$ cat src/rtl/wrsa_pkg.sv
// Notes on behaviour
// - Seven-bit wiper closes one of 128 taps.
// - Power-up loads wiper from stored value.
// - Wiper writes drop data MSB; reads return MSB as zero.
// - Acknowledge address, register and data bytes.
// - Wiper write touches volatile wiper only, then standby.
// - Acknowledge both step header bytes.
// - Step: data high raises, low lowers.
// - Stop after stepping keeps last position.
// - Stepping saturates at both ends.
// - Acknowledge three bytes, then send wiper or stored byte per bank select.
// - Bank select at 02h, three-byte write.
// - 80h selects wiper, 00h selects stored.
// - Respond only when address bits match pins.
// - Last address bit: one read, zero write.
package wrsa_pkg;
	localparam int WIPER_W = 7;
	localparam int TAP_N = 128;
	localparam logic [7:0] REG_WIPER_OFS = 8'h00;
	localparam logic [7:0] REG_BANK_OFS = 8'h02;
	localparam logic [7:0] BANK_WIPER = 8'h80;
	localparam logic [7:0] BANK_STORED = 8'h00;
	localparam logic [7:0] BANK_RESET = 8'h00;
	localparam logic [6:0] WIPER_MAX = 7'h7f;
	localparam logic [6:0] WIPER_MIN = 7'h00;
	localparam int SA_TYPE_MSB = 7;
	localparam int SA_TYPE_LSB = 3;
	localparam int SA_ADDR_HI_BIT = 2;
	localparam int SA_ADDR_LO_BIT = 1;
	localparam int SA_RW_BIT = 0;
	localparam logic [3:0] BYTE_BITS = 4'h8;
	localparam logic [3:0] TX_LAST = 4'h7;

	typedef enum logic [3:0] {
		ST_IDLE = 4'b0000,
		ST_DEV = 4'b0001,
		ST_REG = 4'b0010,
		ST_DATA = 4'b0011,
		ST_ACK = 4'b0100,
		ST_STEP = 4'b0101,
		ST_TX = 4'b0110,
		ST_WAIT = 4'b0111
	} wrsa_state_e;
endpackage

$ cat src/rtl/wrsa_sync.sv
`timescale 1ns/1ps
module wrsa_sync import wrsa_pkg::*; #(
	parameter int W = 4,
	parameter logic [W-1:0] RST = '1
) (
	// Clock and reset
	input wire logic i_clk,
	input wire logic i_rst_n,
	// Asynchronous levels in, synchronised levels out
	input wire logic [W-1:0] i_d,
	output logic [W-1:0] o_q
);
	typedef struct packed {
		logic [W-1:0] meta;
		logic [W-1:0] q;
	} wrsa_sync_s;

	wrsa_sync_s s_reg;
	wrsa_sync_s s_next;

	always_comb begin
		s_next = s_reg;
		for (int b = 0; b < W; b++) begin
			s_next.meta[b] = i_d[b];
			s_next.q[b] = s_reg.meta[b];
		end
		if (!i_rst_n) begin
			s_next.meta = RST;
			s_next.q = RST;
		end
	end

	always_ff @(posedge i_clk) begin
		s_reg <= s_next;
	end

	assign o_q = s_reg.q;
endmodule

$ cat src/rtl/wrsa_slave.sv
`timescale 1ns/1ps
module wrsa_slave import wrsa_pkg::*; #(
	// Device-type codes; values are arbitrary
	parameter logic [4:0] TYPE_RW = 5'h0c,
	parameter logic [4:0] TYPE_STEP = 5'h0d
) (
	// Clock and reset (reset doubles as power-up)
	input wire logic i_clk,
	input wire logic i_rst_n,
	// Two-wire bus, open drain data
	input wire logic i_scl,
	input wire logic i_sda,
	output logic o_sda,
	output logic o_sda_oe,
	// Address-select straps
	input wire logic i_address_select_high,
	input wire logic i_address_select_low,
	// Nonvolatile stored wiper value
	input wire logic [WIPER_W-1:0] i_stored_wiper,
	// Wiper outputs
	output logic [WIPER_W-1:0] o_wiper_pos,
	output logic [TAP_N-1:0] o_tap_select
);
	// ****************************************
	// State
	// ****************************************
	typedef struct packed {
		wrsa_state_e st;
		wrsa_state_e ack_to;
		logic [3:0] cnt;
		logic [7:0] sh;
		logic [7:0] dat;
		logic [7:0] reg_addr;
		logic [7:0] bank;
		logic [WIPER_W-1:0] wiper;
		logic [WIPER_W-1:0] stored;
		logic [TAP_N-1:0] tap;
		logic step;
		logic pend;
		logic sda_oe;
		logic scl_d;
		logic sda_d;
	} wrsa_slave_s;

	wrsa_slave_s r_reg;
	wrsa_slave_s r_next;
	logic [3:0] sync_q;
	logic scl;
	logic sda;
	logic rise;
	logic fall;
	logic start;
	logic stop;
	logic wiper_sel;
	logic addr_ok;
	logic type_ok;

	wrsa_sync #(.W(4), .RST(4'hf)) u_sync (
		.i_clk(i_clk),
		.i_rst_n(i_rst_n),
		.i_d({i_scl, i_sda, i_address_select_high, i_address_select_low}),
		.o_q(sync_q)
	);

	// ****************************************
	// Bus event detection
	// ****************************************
	assign scl = sync_q[3];
	assign sda = sync_q[2];
	assign rise = scl & ~r_reg.scl_d;
	assign fall = ~scl & r_reg.scl_d;
	assign start = scl & r_reg.scl_d & r_reg.sda_d & ~sda;
	assign stop = scl & r_reg.scl_d & ~r_reg.sda_d & sda;
	assign wiper_sel = (r_reg.bank == BANK_WIPER);
	assign addr_ok = (r_reg.sh[SA_ADDR_HI_BIT] == sync_q[1])
		&& (r_reg.sh[SA_ADDR_LO_BIT] == sync_q[0]);
	assign type_ok = (r_reg.sh[SA_TYPE_MSB:SA_TYPE_LSB] == TYPE_RW)
		|| ((r_reg.sh[SA_TYPE_MSB:SA_TYPE_LSB] == TYPE_STEP) && !r_reg.sh[SA_RW_BIT]);

	// ****************************************
	// Protocol engine
	// ****************************************
	always_comb begin
		r_next = r_reg;
		r_next.scl_d = scl;
		r_next.sda_d = sda;
		if (!i_rst_n) begin
			r_next = '0;
			r_next.st = ST_IDLE;
			r_next.ack_to = ST_IDLE;
			r_next.bank = BANK_RESET;
			r_next.wiper = i_stored_wiper;
			r_next.stored = i_stored_wiper;
			r_next.scl_d = 1'b1;
			r_next.sda_d = 1'b1;
		end else if (stop) begin
			// Writes commit only on a clean stop
			if (r_reg.pend) begin
				if (r_reg.reg_addr == REG_BANK_OFS) begin
					r_next.bank = r_reg.dat;
				end else if (wiper_sel) begin
					r_next.wiper = r_reg.dat[WIPER_W-1:0];
				end
			end
			r_next.pend = 1'b0;
			r_next.sda_oe = 1'b0;
			r_next.st = ST_IDLE;
		end else if (start) begin
			r_next.st = ST_DEV;
			r_next.cnt = 4'h0;
			r_next.sda_oe = 1'b0;
			r_next.pend = 1'b0;
		end else begin
			case (r_reg.st)
				ST_DEV, ST_REG, ST_DATA: begin
					if (rise && r_reg.cnt != BYTE_BITS) begin
						r_next.sh = {r_reg.sh[6:0], sda};
						r_next.cnt = r_reg.cnt + 4'h1;
					end else if (fall && r_reg.cnt == BYTE_BITS) begin
						r_next.sda_oe = 1'b1;
						r_next.st = ST_ACK;
						if (r_reg.st == ST_DEV) begin
							r_next.step = (r_reg.sh[SA_TYPE_MSB:SA_TYPE_LSB] == TYPE_STEP);
							if (!(type_ok && addr_ok)) begin
								r_next.sda_oe = 1'b0;
								r_next.st = ST_IDLE;
							end else if (r_reg.sh[SA_RW_BIT]) begin
								// Bank register is write only
								if (r_reg.reg_addr == REG_BANK_OFS) begin
									r_next.sda_oe = 1'b0;
									r_next.st = ST_IDLE;
								end
								r_next.ack_to = ST_TX;
								r_next.sh = {1'b0, wiper_sel ? r_reg.wiper : r_reg.stored};
							end else begin
								r_next.ack_to = ST_REG;
							end
						end else if (r_reg.st == ST_REG) begin
							r_next.reg_addr = r_reg.sh;
							r_next.ack_to = r_reg.step ? ST_STEP : ST_DATA;
							if (!(r_reg.sh == REG_WIPER_OFS
								|| (r_reg.sh == REG_BANK_OFS && !r_reg.step))) begin
								r_next.sda_oe = 1'b0;
								r_next.st = ST_IDLE;
							end
						end else begin
							r_next.dat = r_reg.sh;
							r_next.pend = 1'b1;
							r_next.ack_to = ST_WAIT;
						end
					end
				end
				ST_ACK: begin
					if (fall) begin
						r_next.st = r_reg.ack_to;
						r_next.cnt = 4'h0;
						r_next.sda_oe = (r_reg.ack_to == ST_TX) ? ~r_reg.sh[7] : 1'b0;
					end
				end
				ST_STEP: begin
					// Direction bits are never acknowledged
					// Bit held from its rise, applied at its fall: a stop pulse never moves
					if (rise) begin
						r_next.sh[0] = sda;
						r_next.cnt = 4'h1;
					end else if (fall && r_reg.cnt == 4'h1) begin
						r_next.cnt = 4'h0;
						if (wiper_sel) begin
							if (r_reg.sh[0] && r_reg.wiper != WIPER_MAX) begin
								r_next.wiper = r_reg.wiper + 7'h01;
							end else if (!r_reg.sh[0] && r_reg.wiper != WIPER_MIN) begin
								r_next.wiper = r_reg.wiper - 7'h01;
							end
						end
					end
				end
				ST_TX: begin
					if (fall) begin
						if (r_reg.cnt == TX_LAST) begin
							// Master's acknowledge is not awaited
							r_next.sda_oe = 1'b0;
							r_next.st = ST_WAIT;
						end else begin
							r_next.sh = {r_reg.sh[6:0], 1'b0};
							r_next.cnt = r_reg.cnt + 4'h1;
							r_next.sda_oe = ~r_reg.sh[6];
						end
					end
				end
				ST_IDLE, ST_WAIT: begin
				end
				default: begin
					r_next.st = ST_IDLE;
					r_next.sda_oe = 1'b0;
				end
			endcase
		end
		r_next.tap = TAP_N'(1) << r_next.wiper;
	end

	always_ff @(posedge i_clk) begin
		r_reg <= r_next;
	end

	assign o_sda = 1'b0;
	assign o_sda_oe = r_reg.sda_oe;
	assign o_wiper_pos = r_reg.wiper;
	assign o_tap_select = r_reg.tap;
endmodule

$ cat config.mk
export PLATFORM = sky130hd
export DESIGN_NAME = wrsa_slave
export DESIGN_NICKNAME = d
export VERILOG_FILES = /design/src/rtl/wrsa_pkg.sv /design/src/rtl/wrsa_sync.sv /design/src/rtl/wrsa_slave.sv
export SDC_FILE = /design/constraint.sdc
export NUM_CORES = 1
export LEC_CHECK = 0
export BUFFER_PORTS_ARGS = -buffer_cell sky130_fd_sc_hd__buf_2
export CORE_ASPECT_RATIO = 0.75
export CORE_MARGIN = 2
export CORE_UTILIZATION = 25
export DETAILED_ROUTE_END_ITERATION = 8
export SLEW_MARGIN = 20
export SYNTH_ARGS = -nofsm -noshare
export SYNTH_HDL_FRONTEND = slang
export SYNTH_HIERARCHICAL = 1
export SYNTH_SLANG_ARGS = --single-unit
$ cat constraint.sdc
create_clock -name i_clk -period 3.1 [get_ports i_clk]
set_input_delay 0.155 -clock i_clk [delete_from_list [all_inputs] [get_ports i_clk]]
set_output_delay 0.155 -clock i_clk [all_outputs]
set_load 0.05 [all_outputs]
# [Word level (Yosys, flattened, before mapping)]
# Cells that the tools add are included.
[word_totals] output_inout_bits=137 wordCells=181 input_bits=13 reg_bits=199
[op_classes] n_addsub=3 n_bitwise=20 reduce_logical=35 shifts=1 eq_ne=41 n_mux=62
[ops] cell="$shl 1x7->128 const A" count=1
[ops] cell="$mux 7" count=13
[ops] cell="$mux 8" count=9
[ops] cell="$mux 4" count=11
[ops] cell="$ne 3x3->1 const B" count=11
[ops] cell="$pmux 4 s4" count=2
[ops] cell="$eq 4x3->1 const B" count=6
[ops] cell="$mux 12" count=2
[ops] cell="$mux 24" count=1
[ops] cell="$reduce_and 6->1" count=4
[ops] cell="$mux 3" count=7
[ops] cell="$reduce_and 7->1" count=3
[ops] cell="$reduce_and 9->1" count=2
[ops] cell="$eq 8x2->1 const B" count=2
[ops] cell="$mux 16" count=1
[ops] cell="$ne 2x2->1 const B" count=7
[ops] cell="$pmux 7 s2" count=1
[ops] cell="$mux 1" count=13
[ops] cell="$not 1->1" count=13
[ops] cell="$eq 5x4->1 const B" count=2
[ops] cell="$reduce_and 5->1" count=2
[ops] cell="$logic_and 1x1->1" count=9
[ops] cell="$reduce_or 3->1" count=3
[ops] cell="$eq 4x1->1 const B" count=2
[ops] cell="other kinds (23)" count=35

# [Longest topological paths before layout]
# Gate-level depths: netlist of run 1.
[logic_depth] word_depth=12 mapped_depth=11 ltp_nobuf=10

# [Modules after synthesis]
# The synthesis of run 1 kept the hierarchy.
[by_module_without_submodules] mod="wrsa_slave" instances=1 seq_area_each_um2=3853.7 area_per_inst_um2=7833.8 cells_each=852
[by_module_without_submodules] mod="wrsa_sync" instances=1 seq_area_each_um2=160.2 area_per_inst_um2=240.2 cells_each=20

# [Least setup slack after synthesis of run 1]
# No wires, ideal clock.
[synth_path] path_type="reg2reg" startpoint="register r_reg[180] in the netlist's numbering" endpoint="register r_reg, in the netlist o_tap_select[36]" setup_slack_ps=494 synth_period_minus_slack_ps=2606 stages_incl_launch_ff=11 arrival_ps=2482 required_ps=2976 setup_time_ps=124 cell_sequence="dfxtp_1 -> inv_1 -> ha_1 -> or3b_2 -> or3_1 -> a2111oi_0 -> a211oi_1 -> nor2_2 -> inv_2 -> nand3_1 -> nor2_1"
[synth_lines] item="from (decl)" line="wrsa_slave.sv:45" rtl="wrsa_slave_s r_reg;"
[synth_lines] item="from (signal assigned)" line="wrsa_slave.sv:202" rtl="r_reg <= r_next;"

# [Worst setup path in the final report of run 1]
[layout_path] startpoint="register r_reg[180] in the netlist's numbering" endpoint="register r_reg, in the netlist o_tap_select[107]"
[layout_via] elab_chain_cells=9
[layout_rtl] item="$eq 4x1->1" line="wrsa_slave.sv:166" rtl="end else if (fall && r_reg.cnt == 4'h1) begin"
[layout_rtl] item="$logic_and 1x1->1" line="wrsa_slave.sv:166"
[layout_rtl] item="$mux 7" line="wrsa_slave.sv:166"
[layout_rtl] item="$mux 7" line="wrsa_slave.sv:163" rtl="if (rise) begin"
[layout_rtl] item="$mux 7" line="wrsa_slave.sv:114" rtl="case (r_reg.st)"
[layout_rtl] item="$mux 7" line="wrsa_slave.sv:108" rtl="end else if (start) begin"
[layout_rtl] item="$mux 7" line="wrsa_slave.sv:96" rtl="end else if (stop) begin"
[layout_rtl] item="$mux 7" line="wrsa_slave.sv:87" rtl="if (!i_rst_n) begin"
[layout_rtl] item="$shl 1x7->128" line="wrsa_slave.sv:198" rtl="r_next.tap = TAP_N'(1) << r_next.wiper;"
# No other way between the ends.
# A chain may end at the register's enable or synchronous reset.

==> results.cfg, run 1 <==
[cells_and_area]
largest_reg_flops = 128
nFillCells = 3366
final_cell_mix = dfxtp_1, nor2_1, buf_2
final_util = 0.2926
nNetsFinal = 949
drive_gt1_frac = 0.2818
area_growth_pct = 14.26
final_common_cell = dfxtp_1
antennaDiodeCount = 0

[sta]
fin_crit_ns = 2.959
finalHoldViolations = 0
setup_slack_ns = 0.1407
rsz0062_at_grt = false
slew_violations = 0
fmax_ghz = 0.3379
skew_ns = 0.008857
tightest_slew_ns = 0.7636
setup_viol = 0
relSlewSlack = 0.4900
tns_ns = 0
post-route-period-util = 0.9546

[drt]
routed_wl_um = 21730
drtPass1Iterations = 5
drtIter0Drc = 496
routedWlPerCell_um = 16.10
detail-route-antenna-nets = 0
drcViolationCount = 0
vias = 5979
viasPerCell = 4.429

[grt]
grt_overflow = 0
grt_start_max_net_pins = 47
track_usage = 0.1320
grt_pass1_vias = 5761
antenna_found_initial = 1
grt_pass1_wl_um = 33890

[floorplan]
fp.dieW_um = 211.5
core_region_area_um2 = 31530
die-area_um2 = 33760
die_h_um = 159.6
row_count = 56
initial_core_util = 0.2561
ioPinCount = 150

[power]
p_total_uw = 5395
p_per_area_nw_per_um2 = 584.9
p_leak_uw = 0.003941
worst_ir_drop_vdd_mv = 0.3855

[synth]
synth_edf_count = 7
ys_ff_latch = 197
synthCells = 872
ys_seq_area_frac = 0.4971
async_flop_share = 0
ys.flop_type = dfxtp_1
ys_warn_count = 6
avgSynthCellArea_um2 = 9.259
ys_types = 72
netlist_area_um2 = 8074
syn_nets = 890

[worst_setup_path]
slowest_stage = a211oi_2
critPathCaptureType = flop
path_cells = inv_1, ha_1, nor4bb_1, buf_4, nand4_1, or3_1, a21o_1, a211oi_2, nand3_1, nor2_1
crit_fanout = 6
cp.arrival_ns = 3.34
worstSetupPathType = reg2reg
critPathBufInv = 2
crit_required_ns = 3.48
start_kind = flop
critPathTopFamily = simple AND/OR/NAND/NOR gates
slowest_delay_ns = 0.64

[clocking]
insertion_delay_ns = 0.45
cts_buffers = 17
cts.path.max_buffers = 2
cts_tree = yes
clock-sinks = 197
ctsHtreeMaxLevel = 4
clockRootBuffer = clkbuf_16
cts.clk_slew.worst_paths_ns = 0.07

[min_path]
hold_path.class = in2reg

[place]
port_buffers = 148
pre_cts_ws_ns = 0.1848
place_hpwl_um = 16170
gp_congestion = 0.9042

[outcome]
status = completed

[flow_run]
maxCapViolCount = 0
==> worst paths after layout <==
kind                                      start                 to  slack, ns  cells after the start
worst max-delay path                 r_reg[180]  o_tap_select[107]       0.14                     10
worst max register to register       r_reg[180]  o_tap_select[107]       0.14                     10
worst min-delay path                    i_rst_n    u_sync/s_reg[6]       0.14                      3
worst min register to register  u_sync/s_reg[7]      u_sync/o_q[3]       0.41                      1
==> per-stage QoR <==
| step | area (um2) | hold slack, ns | std cells |
|---|---|---|---|
| 6_report | 9225 | 0.1450 | 1350 |
| 5_1_grt | 9225 | 0.1436 | 1350 |
| 4_1_cts | 9219 | 0.1169 | 1350 |
| 3_5_place_dp | 8514 | 0.3400 | 1307 |
| 3_3_place_gp | 8514 | 0.3463 | 1307 |
| 2_1_floorplan | 8074 | 0.2280 | 872 |
==> synthesized netlist by cell type (all sizes together) (3+ instances only) <==
| cell type | n | area share |
|---|---|---|
| a211oi | 7 | 0.0077 |
| o21ai | 24 | 0.015 |
| buf | 146 | 0.13 |
| or2 | 3 | 0.0023 |
| a21oi | 23 | 0.015 |
| a31oi | 4 | 0.0031 |
| nor4b | 6 | 0.0065 |
| nor2 | 184 | 0.086 |
| nand3 | 44 | 0.037 |
| edfxtp | 7 | 0.026 |
| dfxtp | 190 | 0.47 |
| nand2b | 12 | 0.0093 |
| nand2 | 51 | 0.024 |
| clkbuf | 18 | 0.0084 |
| nand4 | 7 | 0.0054 |
| or3 | 5 | 0.0039 |
| or4 | 3 | 0.0028 |
| nand3b | 3 | 0.0028 |
| ha | 5 | 0.0077 |
| nor4bb | 3 | 0.0037 |
| mux2i | 36 | 0.045 |
| nor4 | 4 | 0.0031 |
| and3 | 3 | 0.0023 |
| nor2b | 7 | 0.0054 |
| inv | 18 | 0.0084 |
| a211o | 4 | 0.0043 |
| nor3 | 6 | 0.0057 |
==> cell type report <==
| cell class | instances | area (um2) | area share |
|---|---|---|---|
| clock buffers | 17 | 425.4 | 0.04611 |
| inverters | 18 | 67.56 | 0.007324 |
| repair buffers | 204 | 1189 | 0.1288 |
| multi-input cells | 493 | 2853 | 0.3092 |
| clock inverters | 15 | 168.9 | 0.01831 |
| flip-flops and latches | 197 | 4014 | 0.4351 |
| well taps | 406 | 508.0 | 0.05507 |
==> worst reg2reg max path, delay by kind of cell (launching register included) <==
kind | cells | cell delay (ns)
simple gates | 5 | 1.32
compound gates | 2 | 0.84
flops | 1 | 0.33
buf+inv | 2 | 0.24
fa+ha+maj | 1 | 0.15
==> where the power goes <==
group          internal, uW  leakage, uW  switching [uW]
combinational           143      0.00204             370
clock                  1210     0.000299            1050
sequential             2590      0.00160            29.4
total                  3940      0.00394            1450
==> timing repair <==
action,4_1_cts,5_1_grt
resized for setup,0,2
hold buffers,11,0
endpoints found under the hold margin,11,0
endpoints found under the setup margin,0,32
setup buffers,0,0
==> kinds of logic (layout without fill, tap and decap cells) <==
logic type | count (synthesis) | count (layout) | synth area share
compound gates | 94 | 94 | 0.08167
xor+xnor | 3 | 3 | 0.003255
fa+ha+maj | 5 | 5 | 0.007748
buf+inv | 182 | 254 | 0.1503
flops | 197 | 197 | 0.4971
mux | 37 | 37 | 0.04603
other cells | 1 | 1 | 0.0004645
simple gates | 353 | 353 | 0.2134
==> routing by layer <==
metal	vias to the layer above	global-route usage	wire length (um)
met5	-	0.004310	17
li1	2907	-	-
met1	2838	0.1910	10790
met3	19	0.04621	1681
met2	213	0.1866	9040
met4	2	0.02817	201
Note: power is estimated with default switching activity, not from simulation.
==> inputs of run 2 (changes only) <==
--- a/config.mk
+++ b/config.mk
@@ -6,9 +6,8 @@
 export NUM_CORES = 1
 export LEC_CHECK = 0
 export BUFFER_PORTS_ARGS = -buffer_cell sky130_fd_sc_hd__buf_2
-export CORE_ASPECT_RATIO = 0.75
 export CORE_MARGIN = 2
-export CORE_UTILIZATION = 25
+export CORE_UTILIZATION = 35
 export DETAILED_ROUTE_END_ITERATION = 8
 export SLEW_MARGIN = 20
 export SYNTH_ARGS = -nofsm -noshare
==> run 2 against run 1 <==
Compared with the run above: clock power shrank 2%; final area is 1.4% lower; non-clock buffer count shrank 4; hold slack got worse by 0.11 ns; clock-buffer cell count up 4; maximum frequency rose by 3.9%; critical path type unchanged; final cell count down 9.3%; clock skew rose by 0.0043 ns; critical path depth up 1; combinational power fell by 3%; largest cell class unchanged; wire length shrank 9.9%; sequential share of layout area increased by 0.63 points.
==> results.cfg, run 2 (synthesis results as in run 1) <==
[floorplan]
row_count = 55
initial_core_util = 0.3566
ioPinCount = 150
fp.dieW_um = 155.9
die_h_um = 155.9
die-area_um2 = 24300
core_region_area_um2 = 22640

[sta]
slew_violations = 0
relSlewSlack = 0.4610
fmax_ghz = 0.3512
finalHoldViolations = 0
setup_slack_ns = 0.2524
fin_crit_ns = 2.848
tightest_slew_ns = 0.8041
skew_ns = 0.01311
rsz0062_at_grt = false
post-route-period-util = 0.9186
setup_viol = 0
tns_ns = 0

[power]
worst_ir_drop_vdd_mv = 0.3183
pwr-share-comb = 0.093
seqPwrFrac = 0.489
p_per_area_nw_per_um2 = 587.2
clkPwrFrac = 0.417
p_int_uw = 3939
swShare = 0.2624
p_sw_uw = 1401
p_leak_uw = 0.003927

[drt]
viasPerCell = 4.803
drcViolationCount = 0
vias = 5884
routed_wl_um = 19580
drtPass1Iterations = 5
routedWlPerCell_um = 15.98
drtIter0Drc = 525
detail-route-antenna-nets = 0

[worst_setup_path]
critPathTopFamily = simple AND/OR/NAND/NOR gates
path_cells = inv_1, ha_1, or3b_2, or3_1, a2111oi_0, a211oi_2, nor2_2, buf_4, inv_2, nand3_1, nor2_1
reg2reg_depth = 11
timing.reg2reg.setup_slack_ns = 0.25
r2r_start = r_reg[180]
critPathCaptureType = flop
worstSetupPathType = reg2reg
start_kind = flop
crit_fanout = 8
crit_required_ns = 3.41
slowest_delay_ns = 0.52
slowest_stage = a2111oi_0
critPathBufInv = 3
worstReg2RegEnd = o_tap_select[36]
cp.arrival_ns = 3.16

[clocking]
cts_tree = yes
cts.clk_slew.worst_paths_ns = 0.07
insertion_delay_ns = 0.43
ctsHtreeMaxLevel = 4
post_cts_buffers = 0
clockRootBuffer = clkbuf_16
clock-sinks = 197
cts_buffers = 17
cts.path.max_buffers = 2

[min_path]
min_path_cells = 1
worstHoldEndpoint = r_reg[136]
hold_path.class = in2reg
hp-start = i_stored_wiper[3]

[grt]
grt_pass1_wl_um = 30570
grt_pass1_vias = 5564
antenna_found_initial = 0
grt_start_max_net_pins = 47
track_usage = 0.1616
grt_overflow = 0

[cells_and_area]
final_area_um2 = 9094
largest_reg_flops = 128
area_growth_pct = 12.63
nNetsFinal = 945
final_util = 0.4017
drive_gt1_frac = 0.2809
final_cell_mix = dfxtp_1, nor2_1, buf_2
nFillCells = 2288
final_common_cell = dfxtp_1
antennaDiodeCount = 0

[flow_run]
maxCapViolCount = 0

[outcome]
status = completed

[place]
pre_cts_ws_ns = 0.2026
port_buffers = 148
gp_congestion = 0.8440
place_hpwl_um = 14440
postPlaceCellArea_um2 = 8378
==> run 2: cell count changes in the layout (fill, tap and decap cells not counted), moves of 3 or more <==
cell      previous run  this run
buf_4               45        39
clkinv_2             4         0
buf_12               0         3
clkbuf_8             0         3
==> run 2: how the worst max path moves through the flow <==
stage,startpoint,to,slack (ns),depth (start not counted)
global route,r_reg[180],o_tap_select[98],0.04,10
finish,r_reg[180],o_tap_select[36],0.25,11
global placement,o_wiper_pos[1],o_tap_select[32],0.23,10
CTS,r_reg[180],o_tap_select[44],0.18,9
detailed placement,r_reg[180],o_tap_select[44],0.20,9
floorplan,r_reg[180],o_tap_select[36],0.49,10
==> run 2: worst register-to-register path: stages, from the launching register on <==
cell       delay (ns)
dfxtp_1          0.34
inv_1            0.08
ha_1             0.15
or3b_2           0.45
or3_1            0.38
a2111oi_0        0.52
a211oi_2         0.11
nor2_2           0.11
buf_4            0.18
inv_2            0.08
nand3_1          0.24
nor2_1           0.10
==> run 2: metal layers <==
layer  track usage  share of wire  vias to the layer above
li1              -              -                     2896
met1        0.2192           0.48                     2788
met2        0.2554           0.46                      180
met3       0.04056          0.054                       20
met4       0.04675          0.013                        0
met5             0              0                        -
==> run 2: cell type report <==
| class | count | area [um2] | area share |
|---|---|---|---|
| Multi-Input combinational cell | 493 | 2859 | 0.3144 |
| Clock buffer | 21 | 470.5 | 0.05173 |
| Clock inverter | 11 | 132.6 | 0.01458 |
| Inverter | 18 | 67.56 | 0.007430 |
| Timing Repair Buffer | 200 | 1194 | 0.1313 |
| Sequential cell | 197 | 4014 | 0.4414 |
| Tap cell | 285 | 356.6 | 0.03921 |
==> run 2: what timing repair did <==
| action | CTS | global route |
|---|---|---|
| endpoints found under the hold margin | 10 | 0 |
| gates resized for setup | 0 | 4 |
| hold buffers | 10 | 0 |
| endpoints found under the setup margin | 0 | 14 |
==> run 2: metrics by stage <==
stage / hold slack [ns] / total power [uW] / cells
after global routing: 0.01861 / 5538 / 1225
after detailed placement: 0.3392 / 3160 / 1183
after CTS: 0.01262 / 5383 / 1225
after global placement: 0.3344 / 3158 / 1183
after floorplan: 0.2280 / 3025 / 872
final: 0.03956 / 5340 / 1225
==> run 2: power groups by stage <==
stage,sequential (uW),clock (uW),combinational [uW]
3_3_place_gp,2670,0,486
4_1_cts,2610,2270,499
2_1_floorplan,2660,0,367
6_report,2610,2230,499
5_1_grt,2620,2380,539
3_5_place_dp,2670,0,488
==> inputs of run 3 (changes only) <==
--- a/config.mk
+++ b/config.mk
@@ -6,9 +6,12 @@
 export NUM_CORES = 1
 export LEC_CHECK = 0
 export BUFFER_PORTS_ARGS = -buffer_cell sky130_fd_sc_hd__buf_2
+export CELL_PAD_IN_SITES_DETAIL_PLACEMENT = 0
+export CELL_PAD_IN_SITES_GLOBAL_PLACEMENT = 1
 export CORE_MARGIN = 2
 export CORE_UTILIZATION = 35
 export DETAILED_ROUTE_END_ITERATION = 8
+export PLACE_DENSITY_LB_ADDON = 0.1
 export SLEW_MARGIN = 20
 export SYNTH_ARGS = -nofsm -noshare
 export SYNTH_HDL_FRONTEND = slang
==> run 3 against run 2 <==
Compared with the run above: non-clock buffer count increased by 4; wire length rose by 7.3%; register-to-register slack lost 0.05 ns; clock skew shrank 0.00091 ns; worst setup slack got worse by 0.051 ns; clock-buffer cell count decreased by 3; combinational power is 0.8% higher; total power up 0.66%; clock power hardly changed.
==> results.cfg, run 3 (synthesis results as in run 1) <==
[cells_and_area]
nNetsFinal = 949
area_growth_pct = 13.30
drive_gt1_frac = 0.2860
fin_cells = 1229
nFillCells = 2232
antennaDiodeCount = 0
final_cell_mix = dfxtp_1, nor2_1, buf_2
final_common_cell = dfxtp_1
largest_reg_flops = 128

[worst_setup_path]
crit_fanout = 10
path_cells = inv_1, ha_1, nor4b_1, o2bb2ai_1, nor2_1, a211o_1, a41oi_2, buf_4, nand3_2, nor2_1
start_kind = flop
crit_required_ns = 3.46
slowest_stage = a41oi_2
critPathCaptureType = flop
slowest_delay_ns = 0.42
crit_top_cell = nor2_1
cp.arrival_ns = 3.26
worstReg2RegEnd = o_tap_select[112]
worstSetupPathType = reg2reg
r2r_start = o_wiper_pos[1]
timing.reg2reg.setup_slack_ns = 0.20
reg2reg_depth = 10

[floorplan]
die-area_um2 = 24300
fp.dieW_um = 155.9
row_count = 55
ioPinCount = 150
core_region_area_um2 = 22640
die_h_um = 155.9
initial_core_util = 0.3566

[power]
p_per_area_nw_per_um2 = 587.6
seqPwrFrac = 0.488
clkPwrFrac = 0.419
swShare = 0.2853
pwr-share-comb = 0.094
p_int_uw = 3842
p_leak_uw = 0.003938
p_sw_uw = 1533
worst_ir_drop_vdd_mv = 0.3878

[min_path]
worstHoldEndpoint = u_sync/s_reg[4]
hold_path.class = in2reg
min_path_cells = 3
hp-start = i_rst_n

[place]
place_hpwl_um = 15420
gp_congestion = 0.7744
dp_cells = 1186
port_buffers = 148
pre_cts_ws_ns = 0.1099

[sta]
slew_violations = 0
finalHoldViolations = 0
setup_viol = 0
relSlewSlack = 0.5848
setup_slack_ns = 0.2011
post-route-period-util = 0.9351
tightest_slew_ns = 0.6144
fmax_ghz = 0.3450
skew_ns = 0.01220
fin_crit_ns = 2.899

[clocking]
cts.clk_slew.worst_paths_ns = 0.08
clockRootBuffer = clkbuf_16
post_cts_buffers = 0
cts_buffers = 17
insertion_delay_ns = 0.43
clock-sinks = 197
cts_tree = yes
ctsHtreeMaxLevel = 4
cts.path.max_buffers = 2

[outcome]
status = completed

[flow_run]
maxCapViolCount = 0

[grt]
grt_start_max_net_pins = 47
grt_overflow = 0
grt_pass1_vias = 5801
track_usage = 0.1757
grt_pass1_wl_um = 32840
antenna_found_initial = 0

[drt]
drtPass1Iterations = 6
drtIter0Drc = 378
vias = 5903
detail-route-antenna-nets = 0
routedWlPerCell_um = 17.10
routed_wl_um = 21010
viasPerCell = 4.803
drcViolationCount = 0
-- run 3: critical path, delay by kind of cell, from the launching register on --
kind / cells / cell delay, ns
compound gates: 3 / 1.02
fa+ha+maj: 1 / 0.21
buf+inv: 2 / 0.36
flops: 1 / 0.34
simple gates: 4 / 0.88
-- run 3: repair_timing --
action                                  4_1_cts  5_1_grt
endpoints found under the setup margin        0      116
gates resized for setup                       0        9
hold buffers                                 11        0
endpoints found under the hold margin        11        0
-- run 3: metrics by stage --
stage | TNS, ns | area, um2 | hold slack, ns | power (uW) | util
after floorplan | 0 | 8074 | 0.2280 | 3025 | -
after global placement | 0 | 8388 | 0.3354 | 3164 | 0.3705
after detailed placement | 0 | 8388 | 0.3380 | 3168 | 0.3705
after CTS | 0 | 9110 | 0.1461 | 5420 | 0.4024
after global routing | -0.06887 | 9148 | 0.1694 | 5588 | 0.4040
final | 0 | 9148 | 0.1532 | 5375 | 0.4040
-- run 3: per-layer routing --
metal / GRT usage / part of all wire / vias to the layer above
li1: - / - / 2907
met1: 0.2444 / 0.49 / 2844
met2: 0.2815 / 0.46 / 142
met3: 0.03778 / 0.044 / 10
met4: 0.03713 / 0.0069 / 0
met5: 0 / 0 / -
-- run 3: layout make-up --
type	count	area, um2	share of cell area
Clock buffer	18	429.2	0.04692
Clock inverter	14	182.7	0.01997
Inverter	18	71.32	0.007796
Multi-Input combinational cell	493	2880	0.3149
Sequential cell	197	4014	0.4388
Tap cell	285	356.6	0.03898
Timing Repair Buffer	204	1214	0.1327
-- run 3: worst max path at each step --
| stage | end | slack [ns] | cells past startpoint | from |
|---|---|---|---|---|
| final | o_tap_select[112] | 0.20 | 10 | o_wiper_pos[1] |
| after global placement | o_tap_select[13] | 0.12 | 11 | r_reg[180] |
| after global routing | o_tap_select[55] | -0.02 | 12 | r_reg[180] |
| after floorplan | o_tap_select[36] | 0.49 | 10 | r_reg[180] |
| after detailed placement | o_tap_select[39] | 0.11 | 12 | r_reg[180] |
| after CTS | o_tap_select[47] | 0.07 | 11 | r_reg[180] |
-- run 3: power groups by stage --
stage,Sequential [uW],Combinational (uW),Clock [uW]
finish,2620,503,2250
floorplan,2660,367,0
global placement,2680,484,0
CTS,2620,500,2300
detailed placement,2680,487,0
global route,2630,543,2420
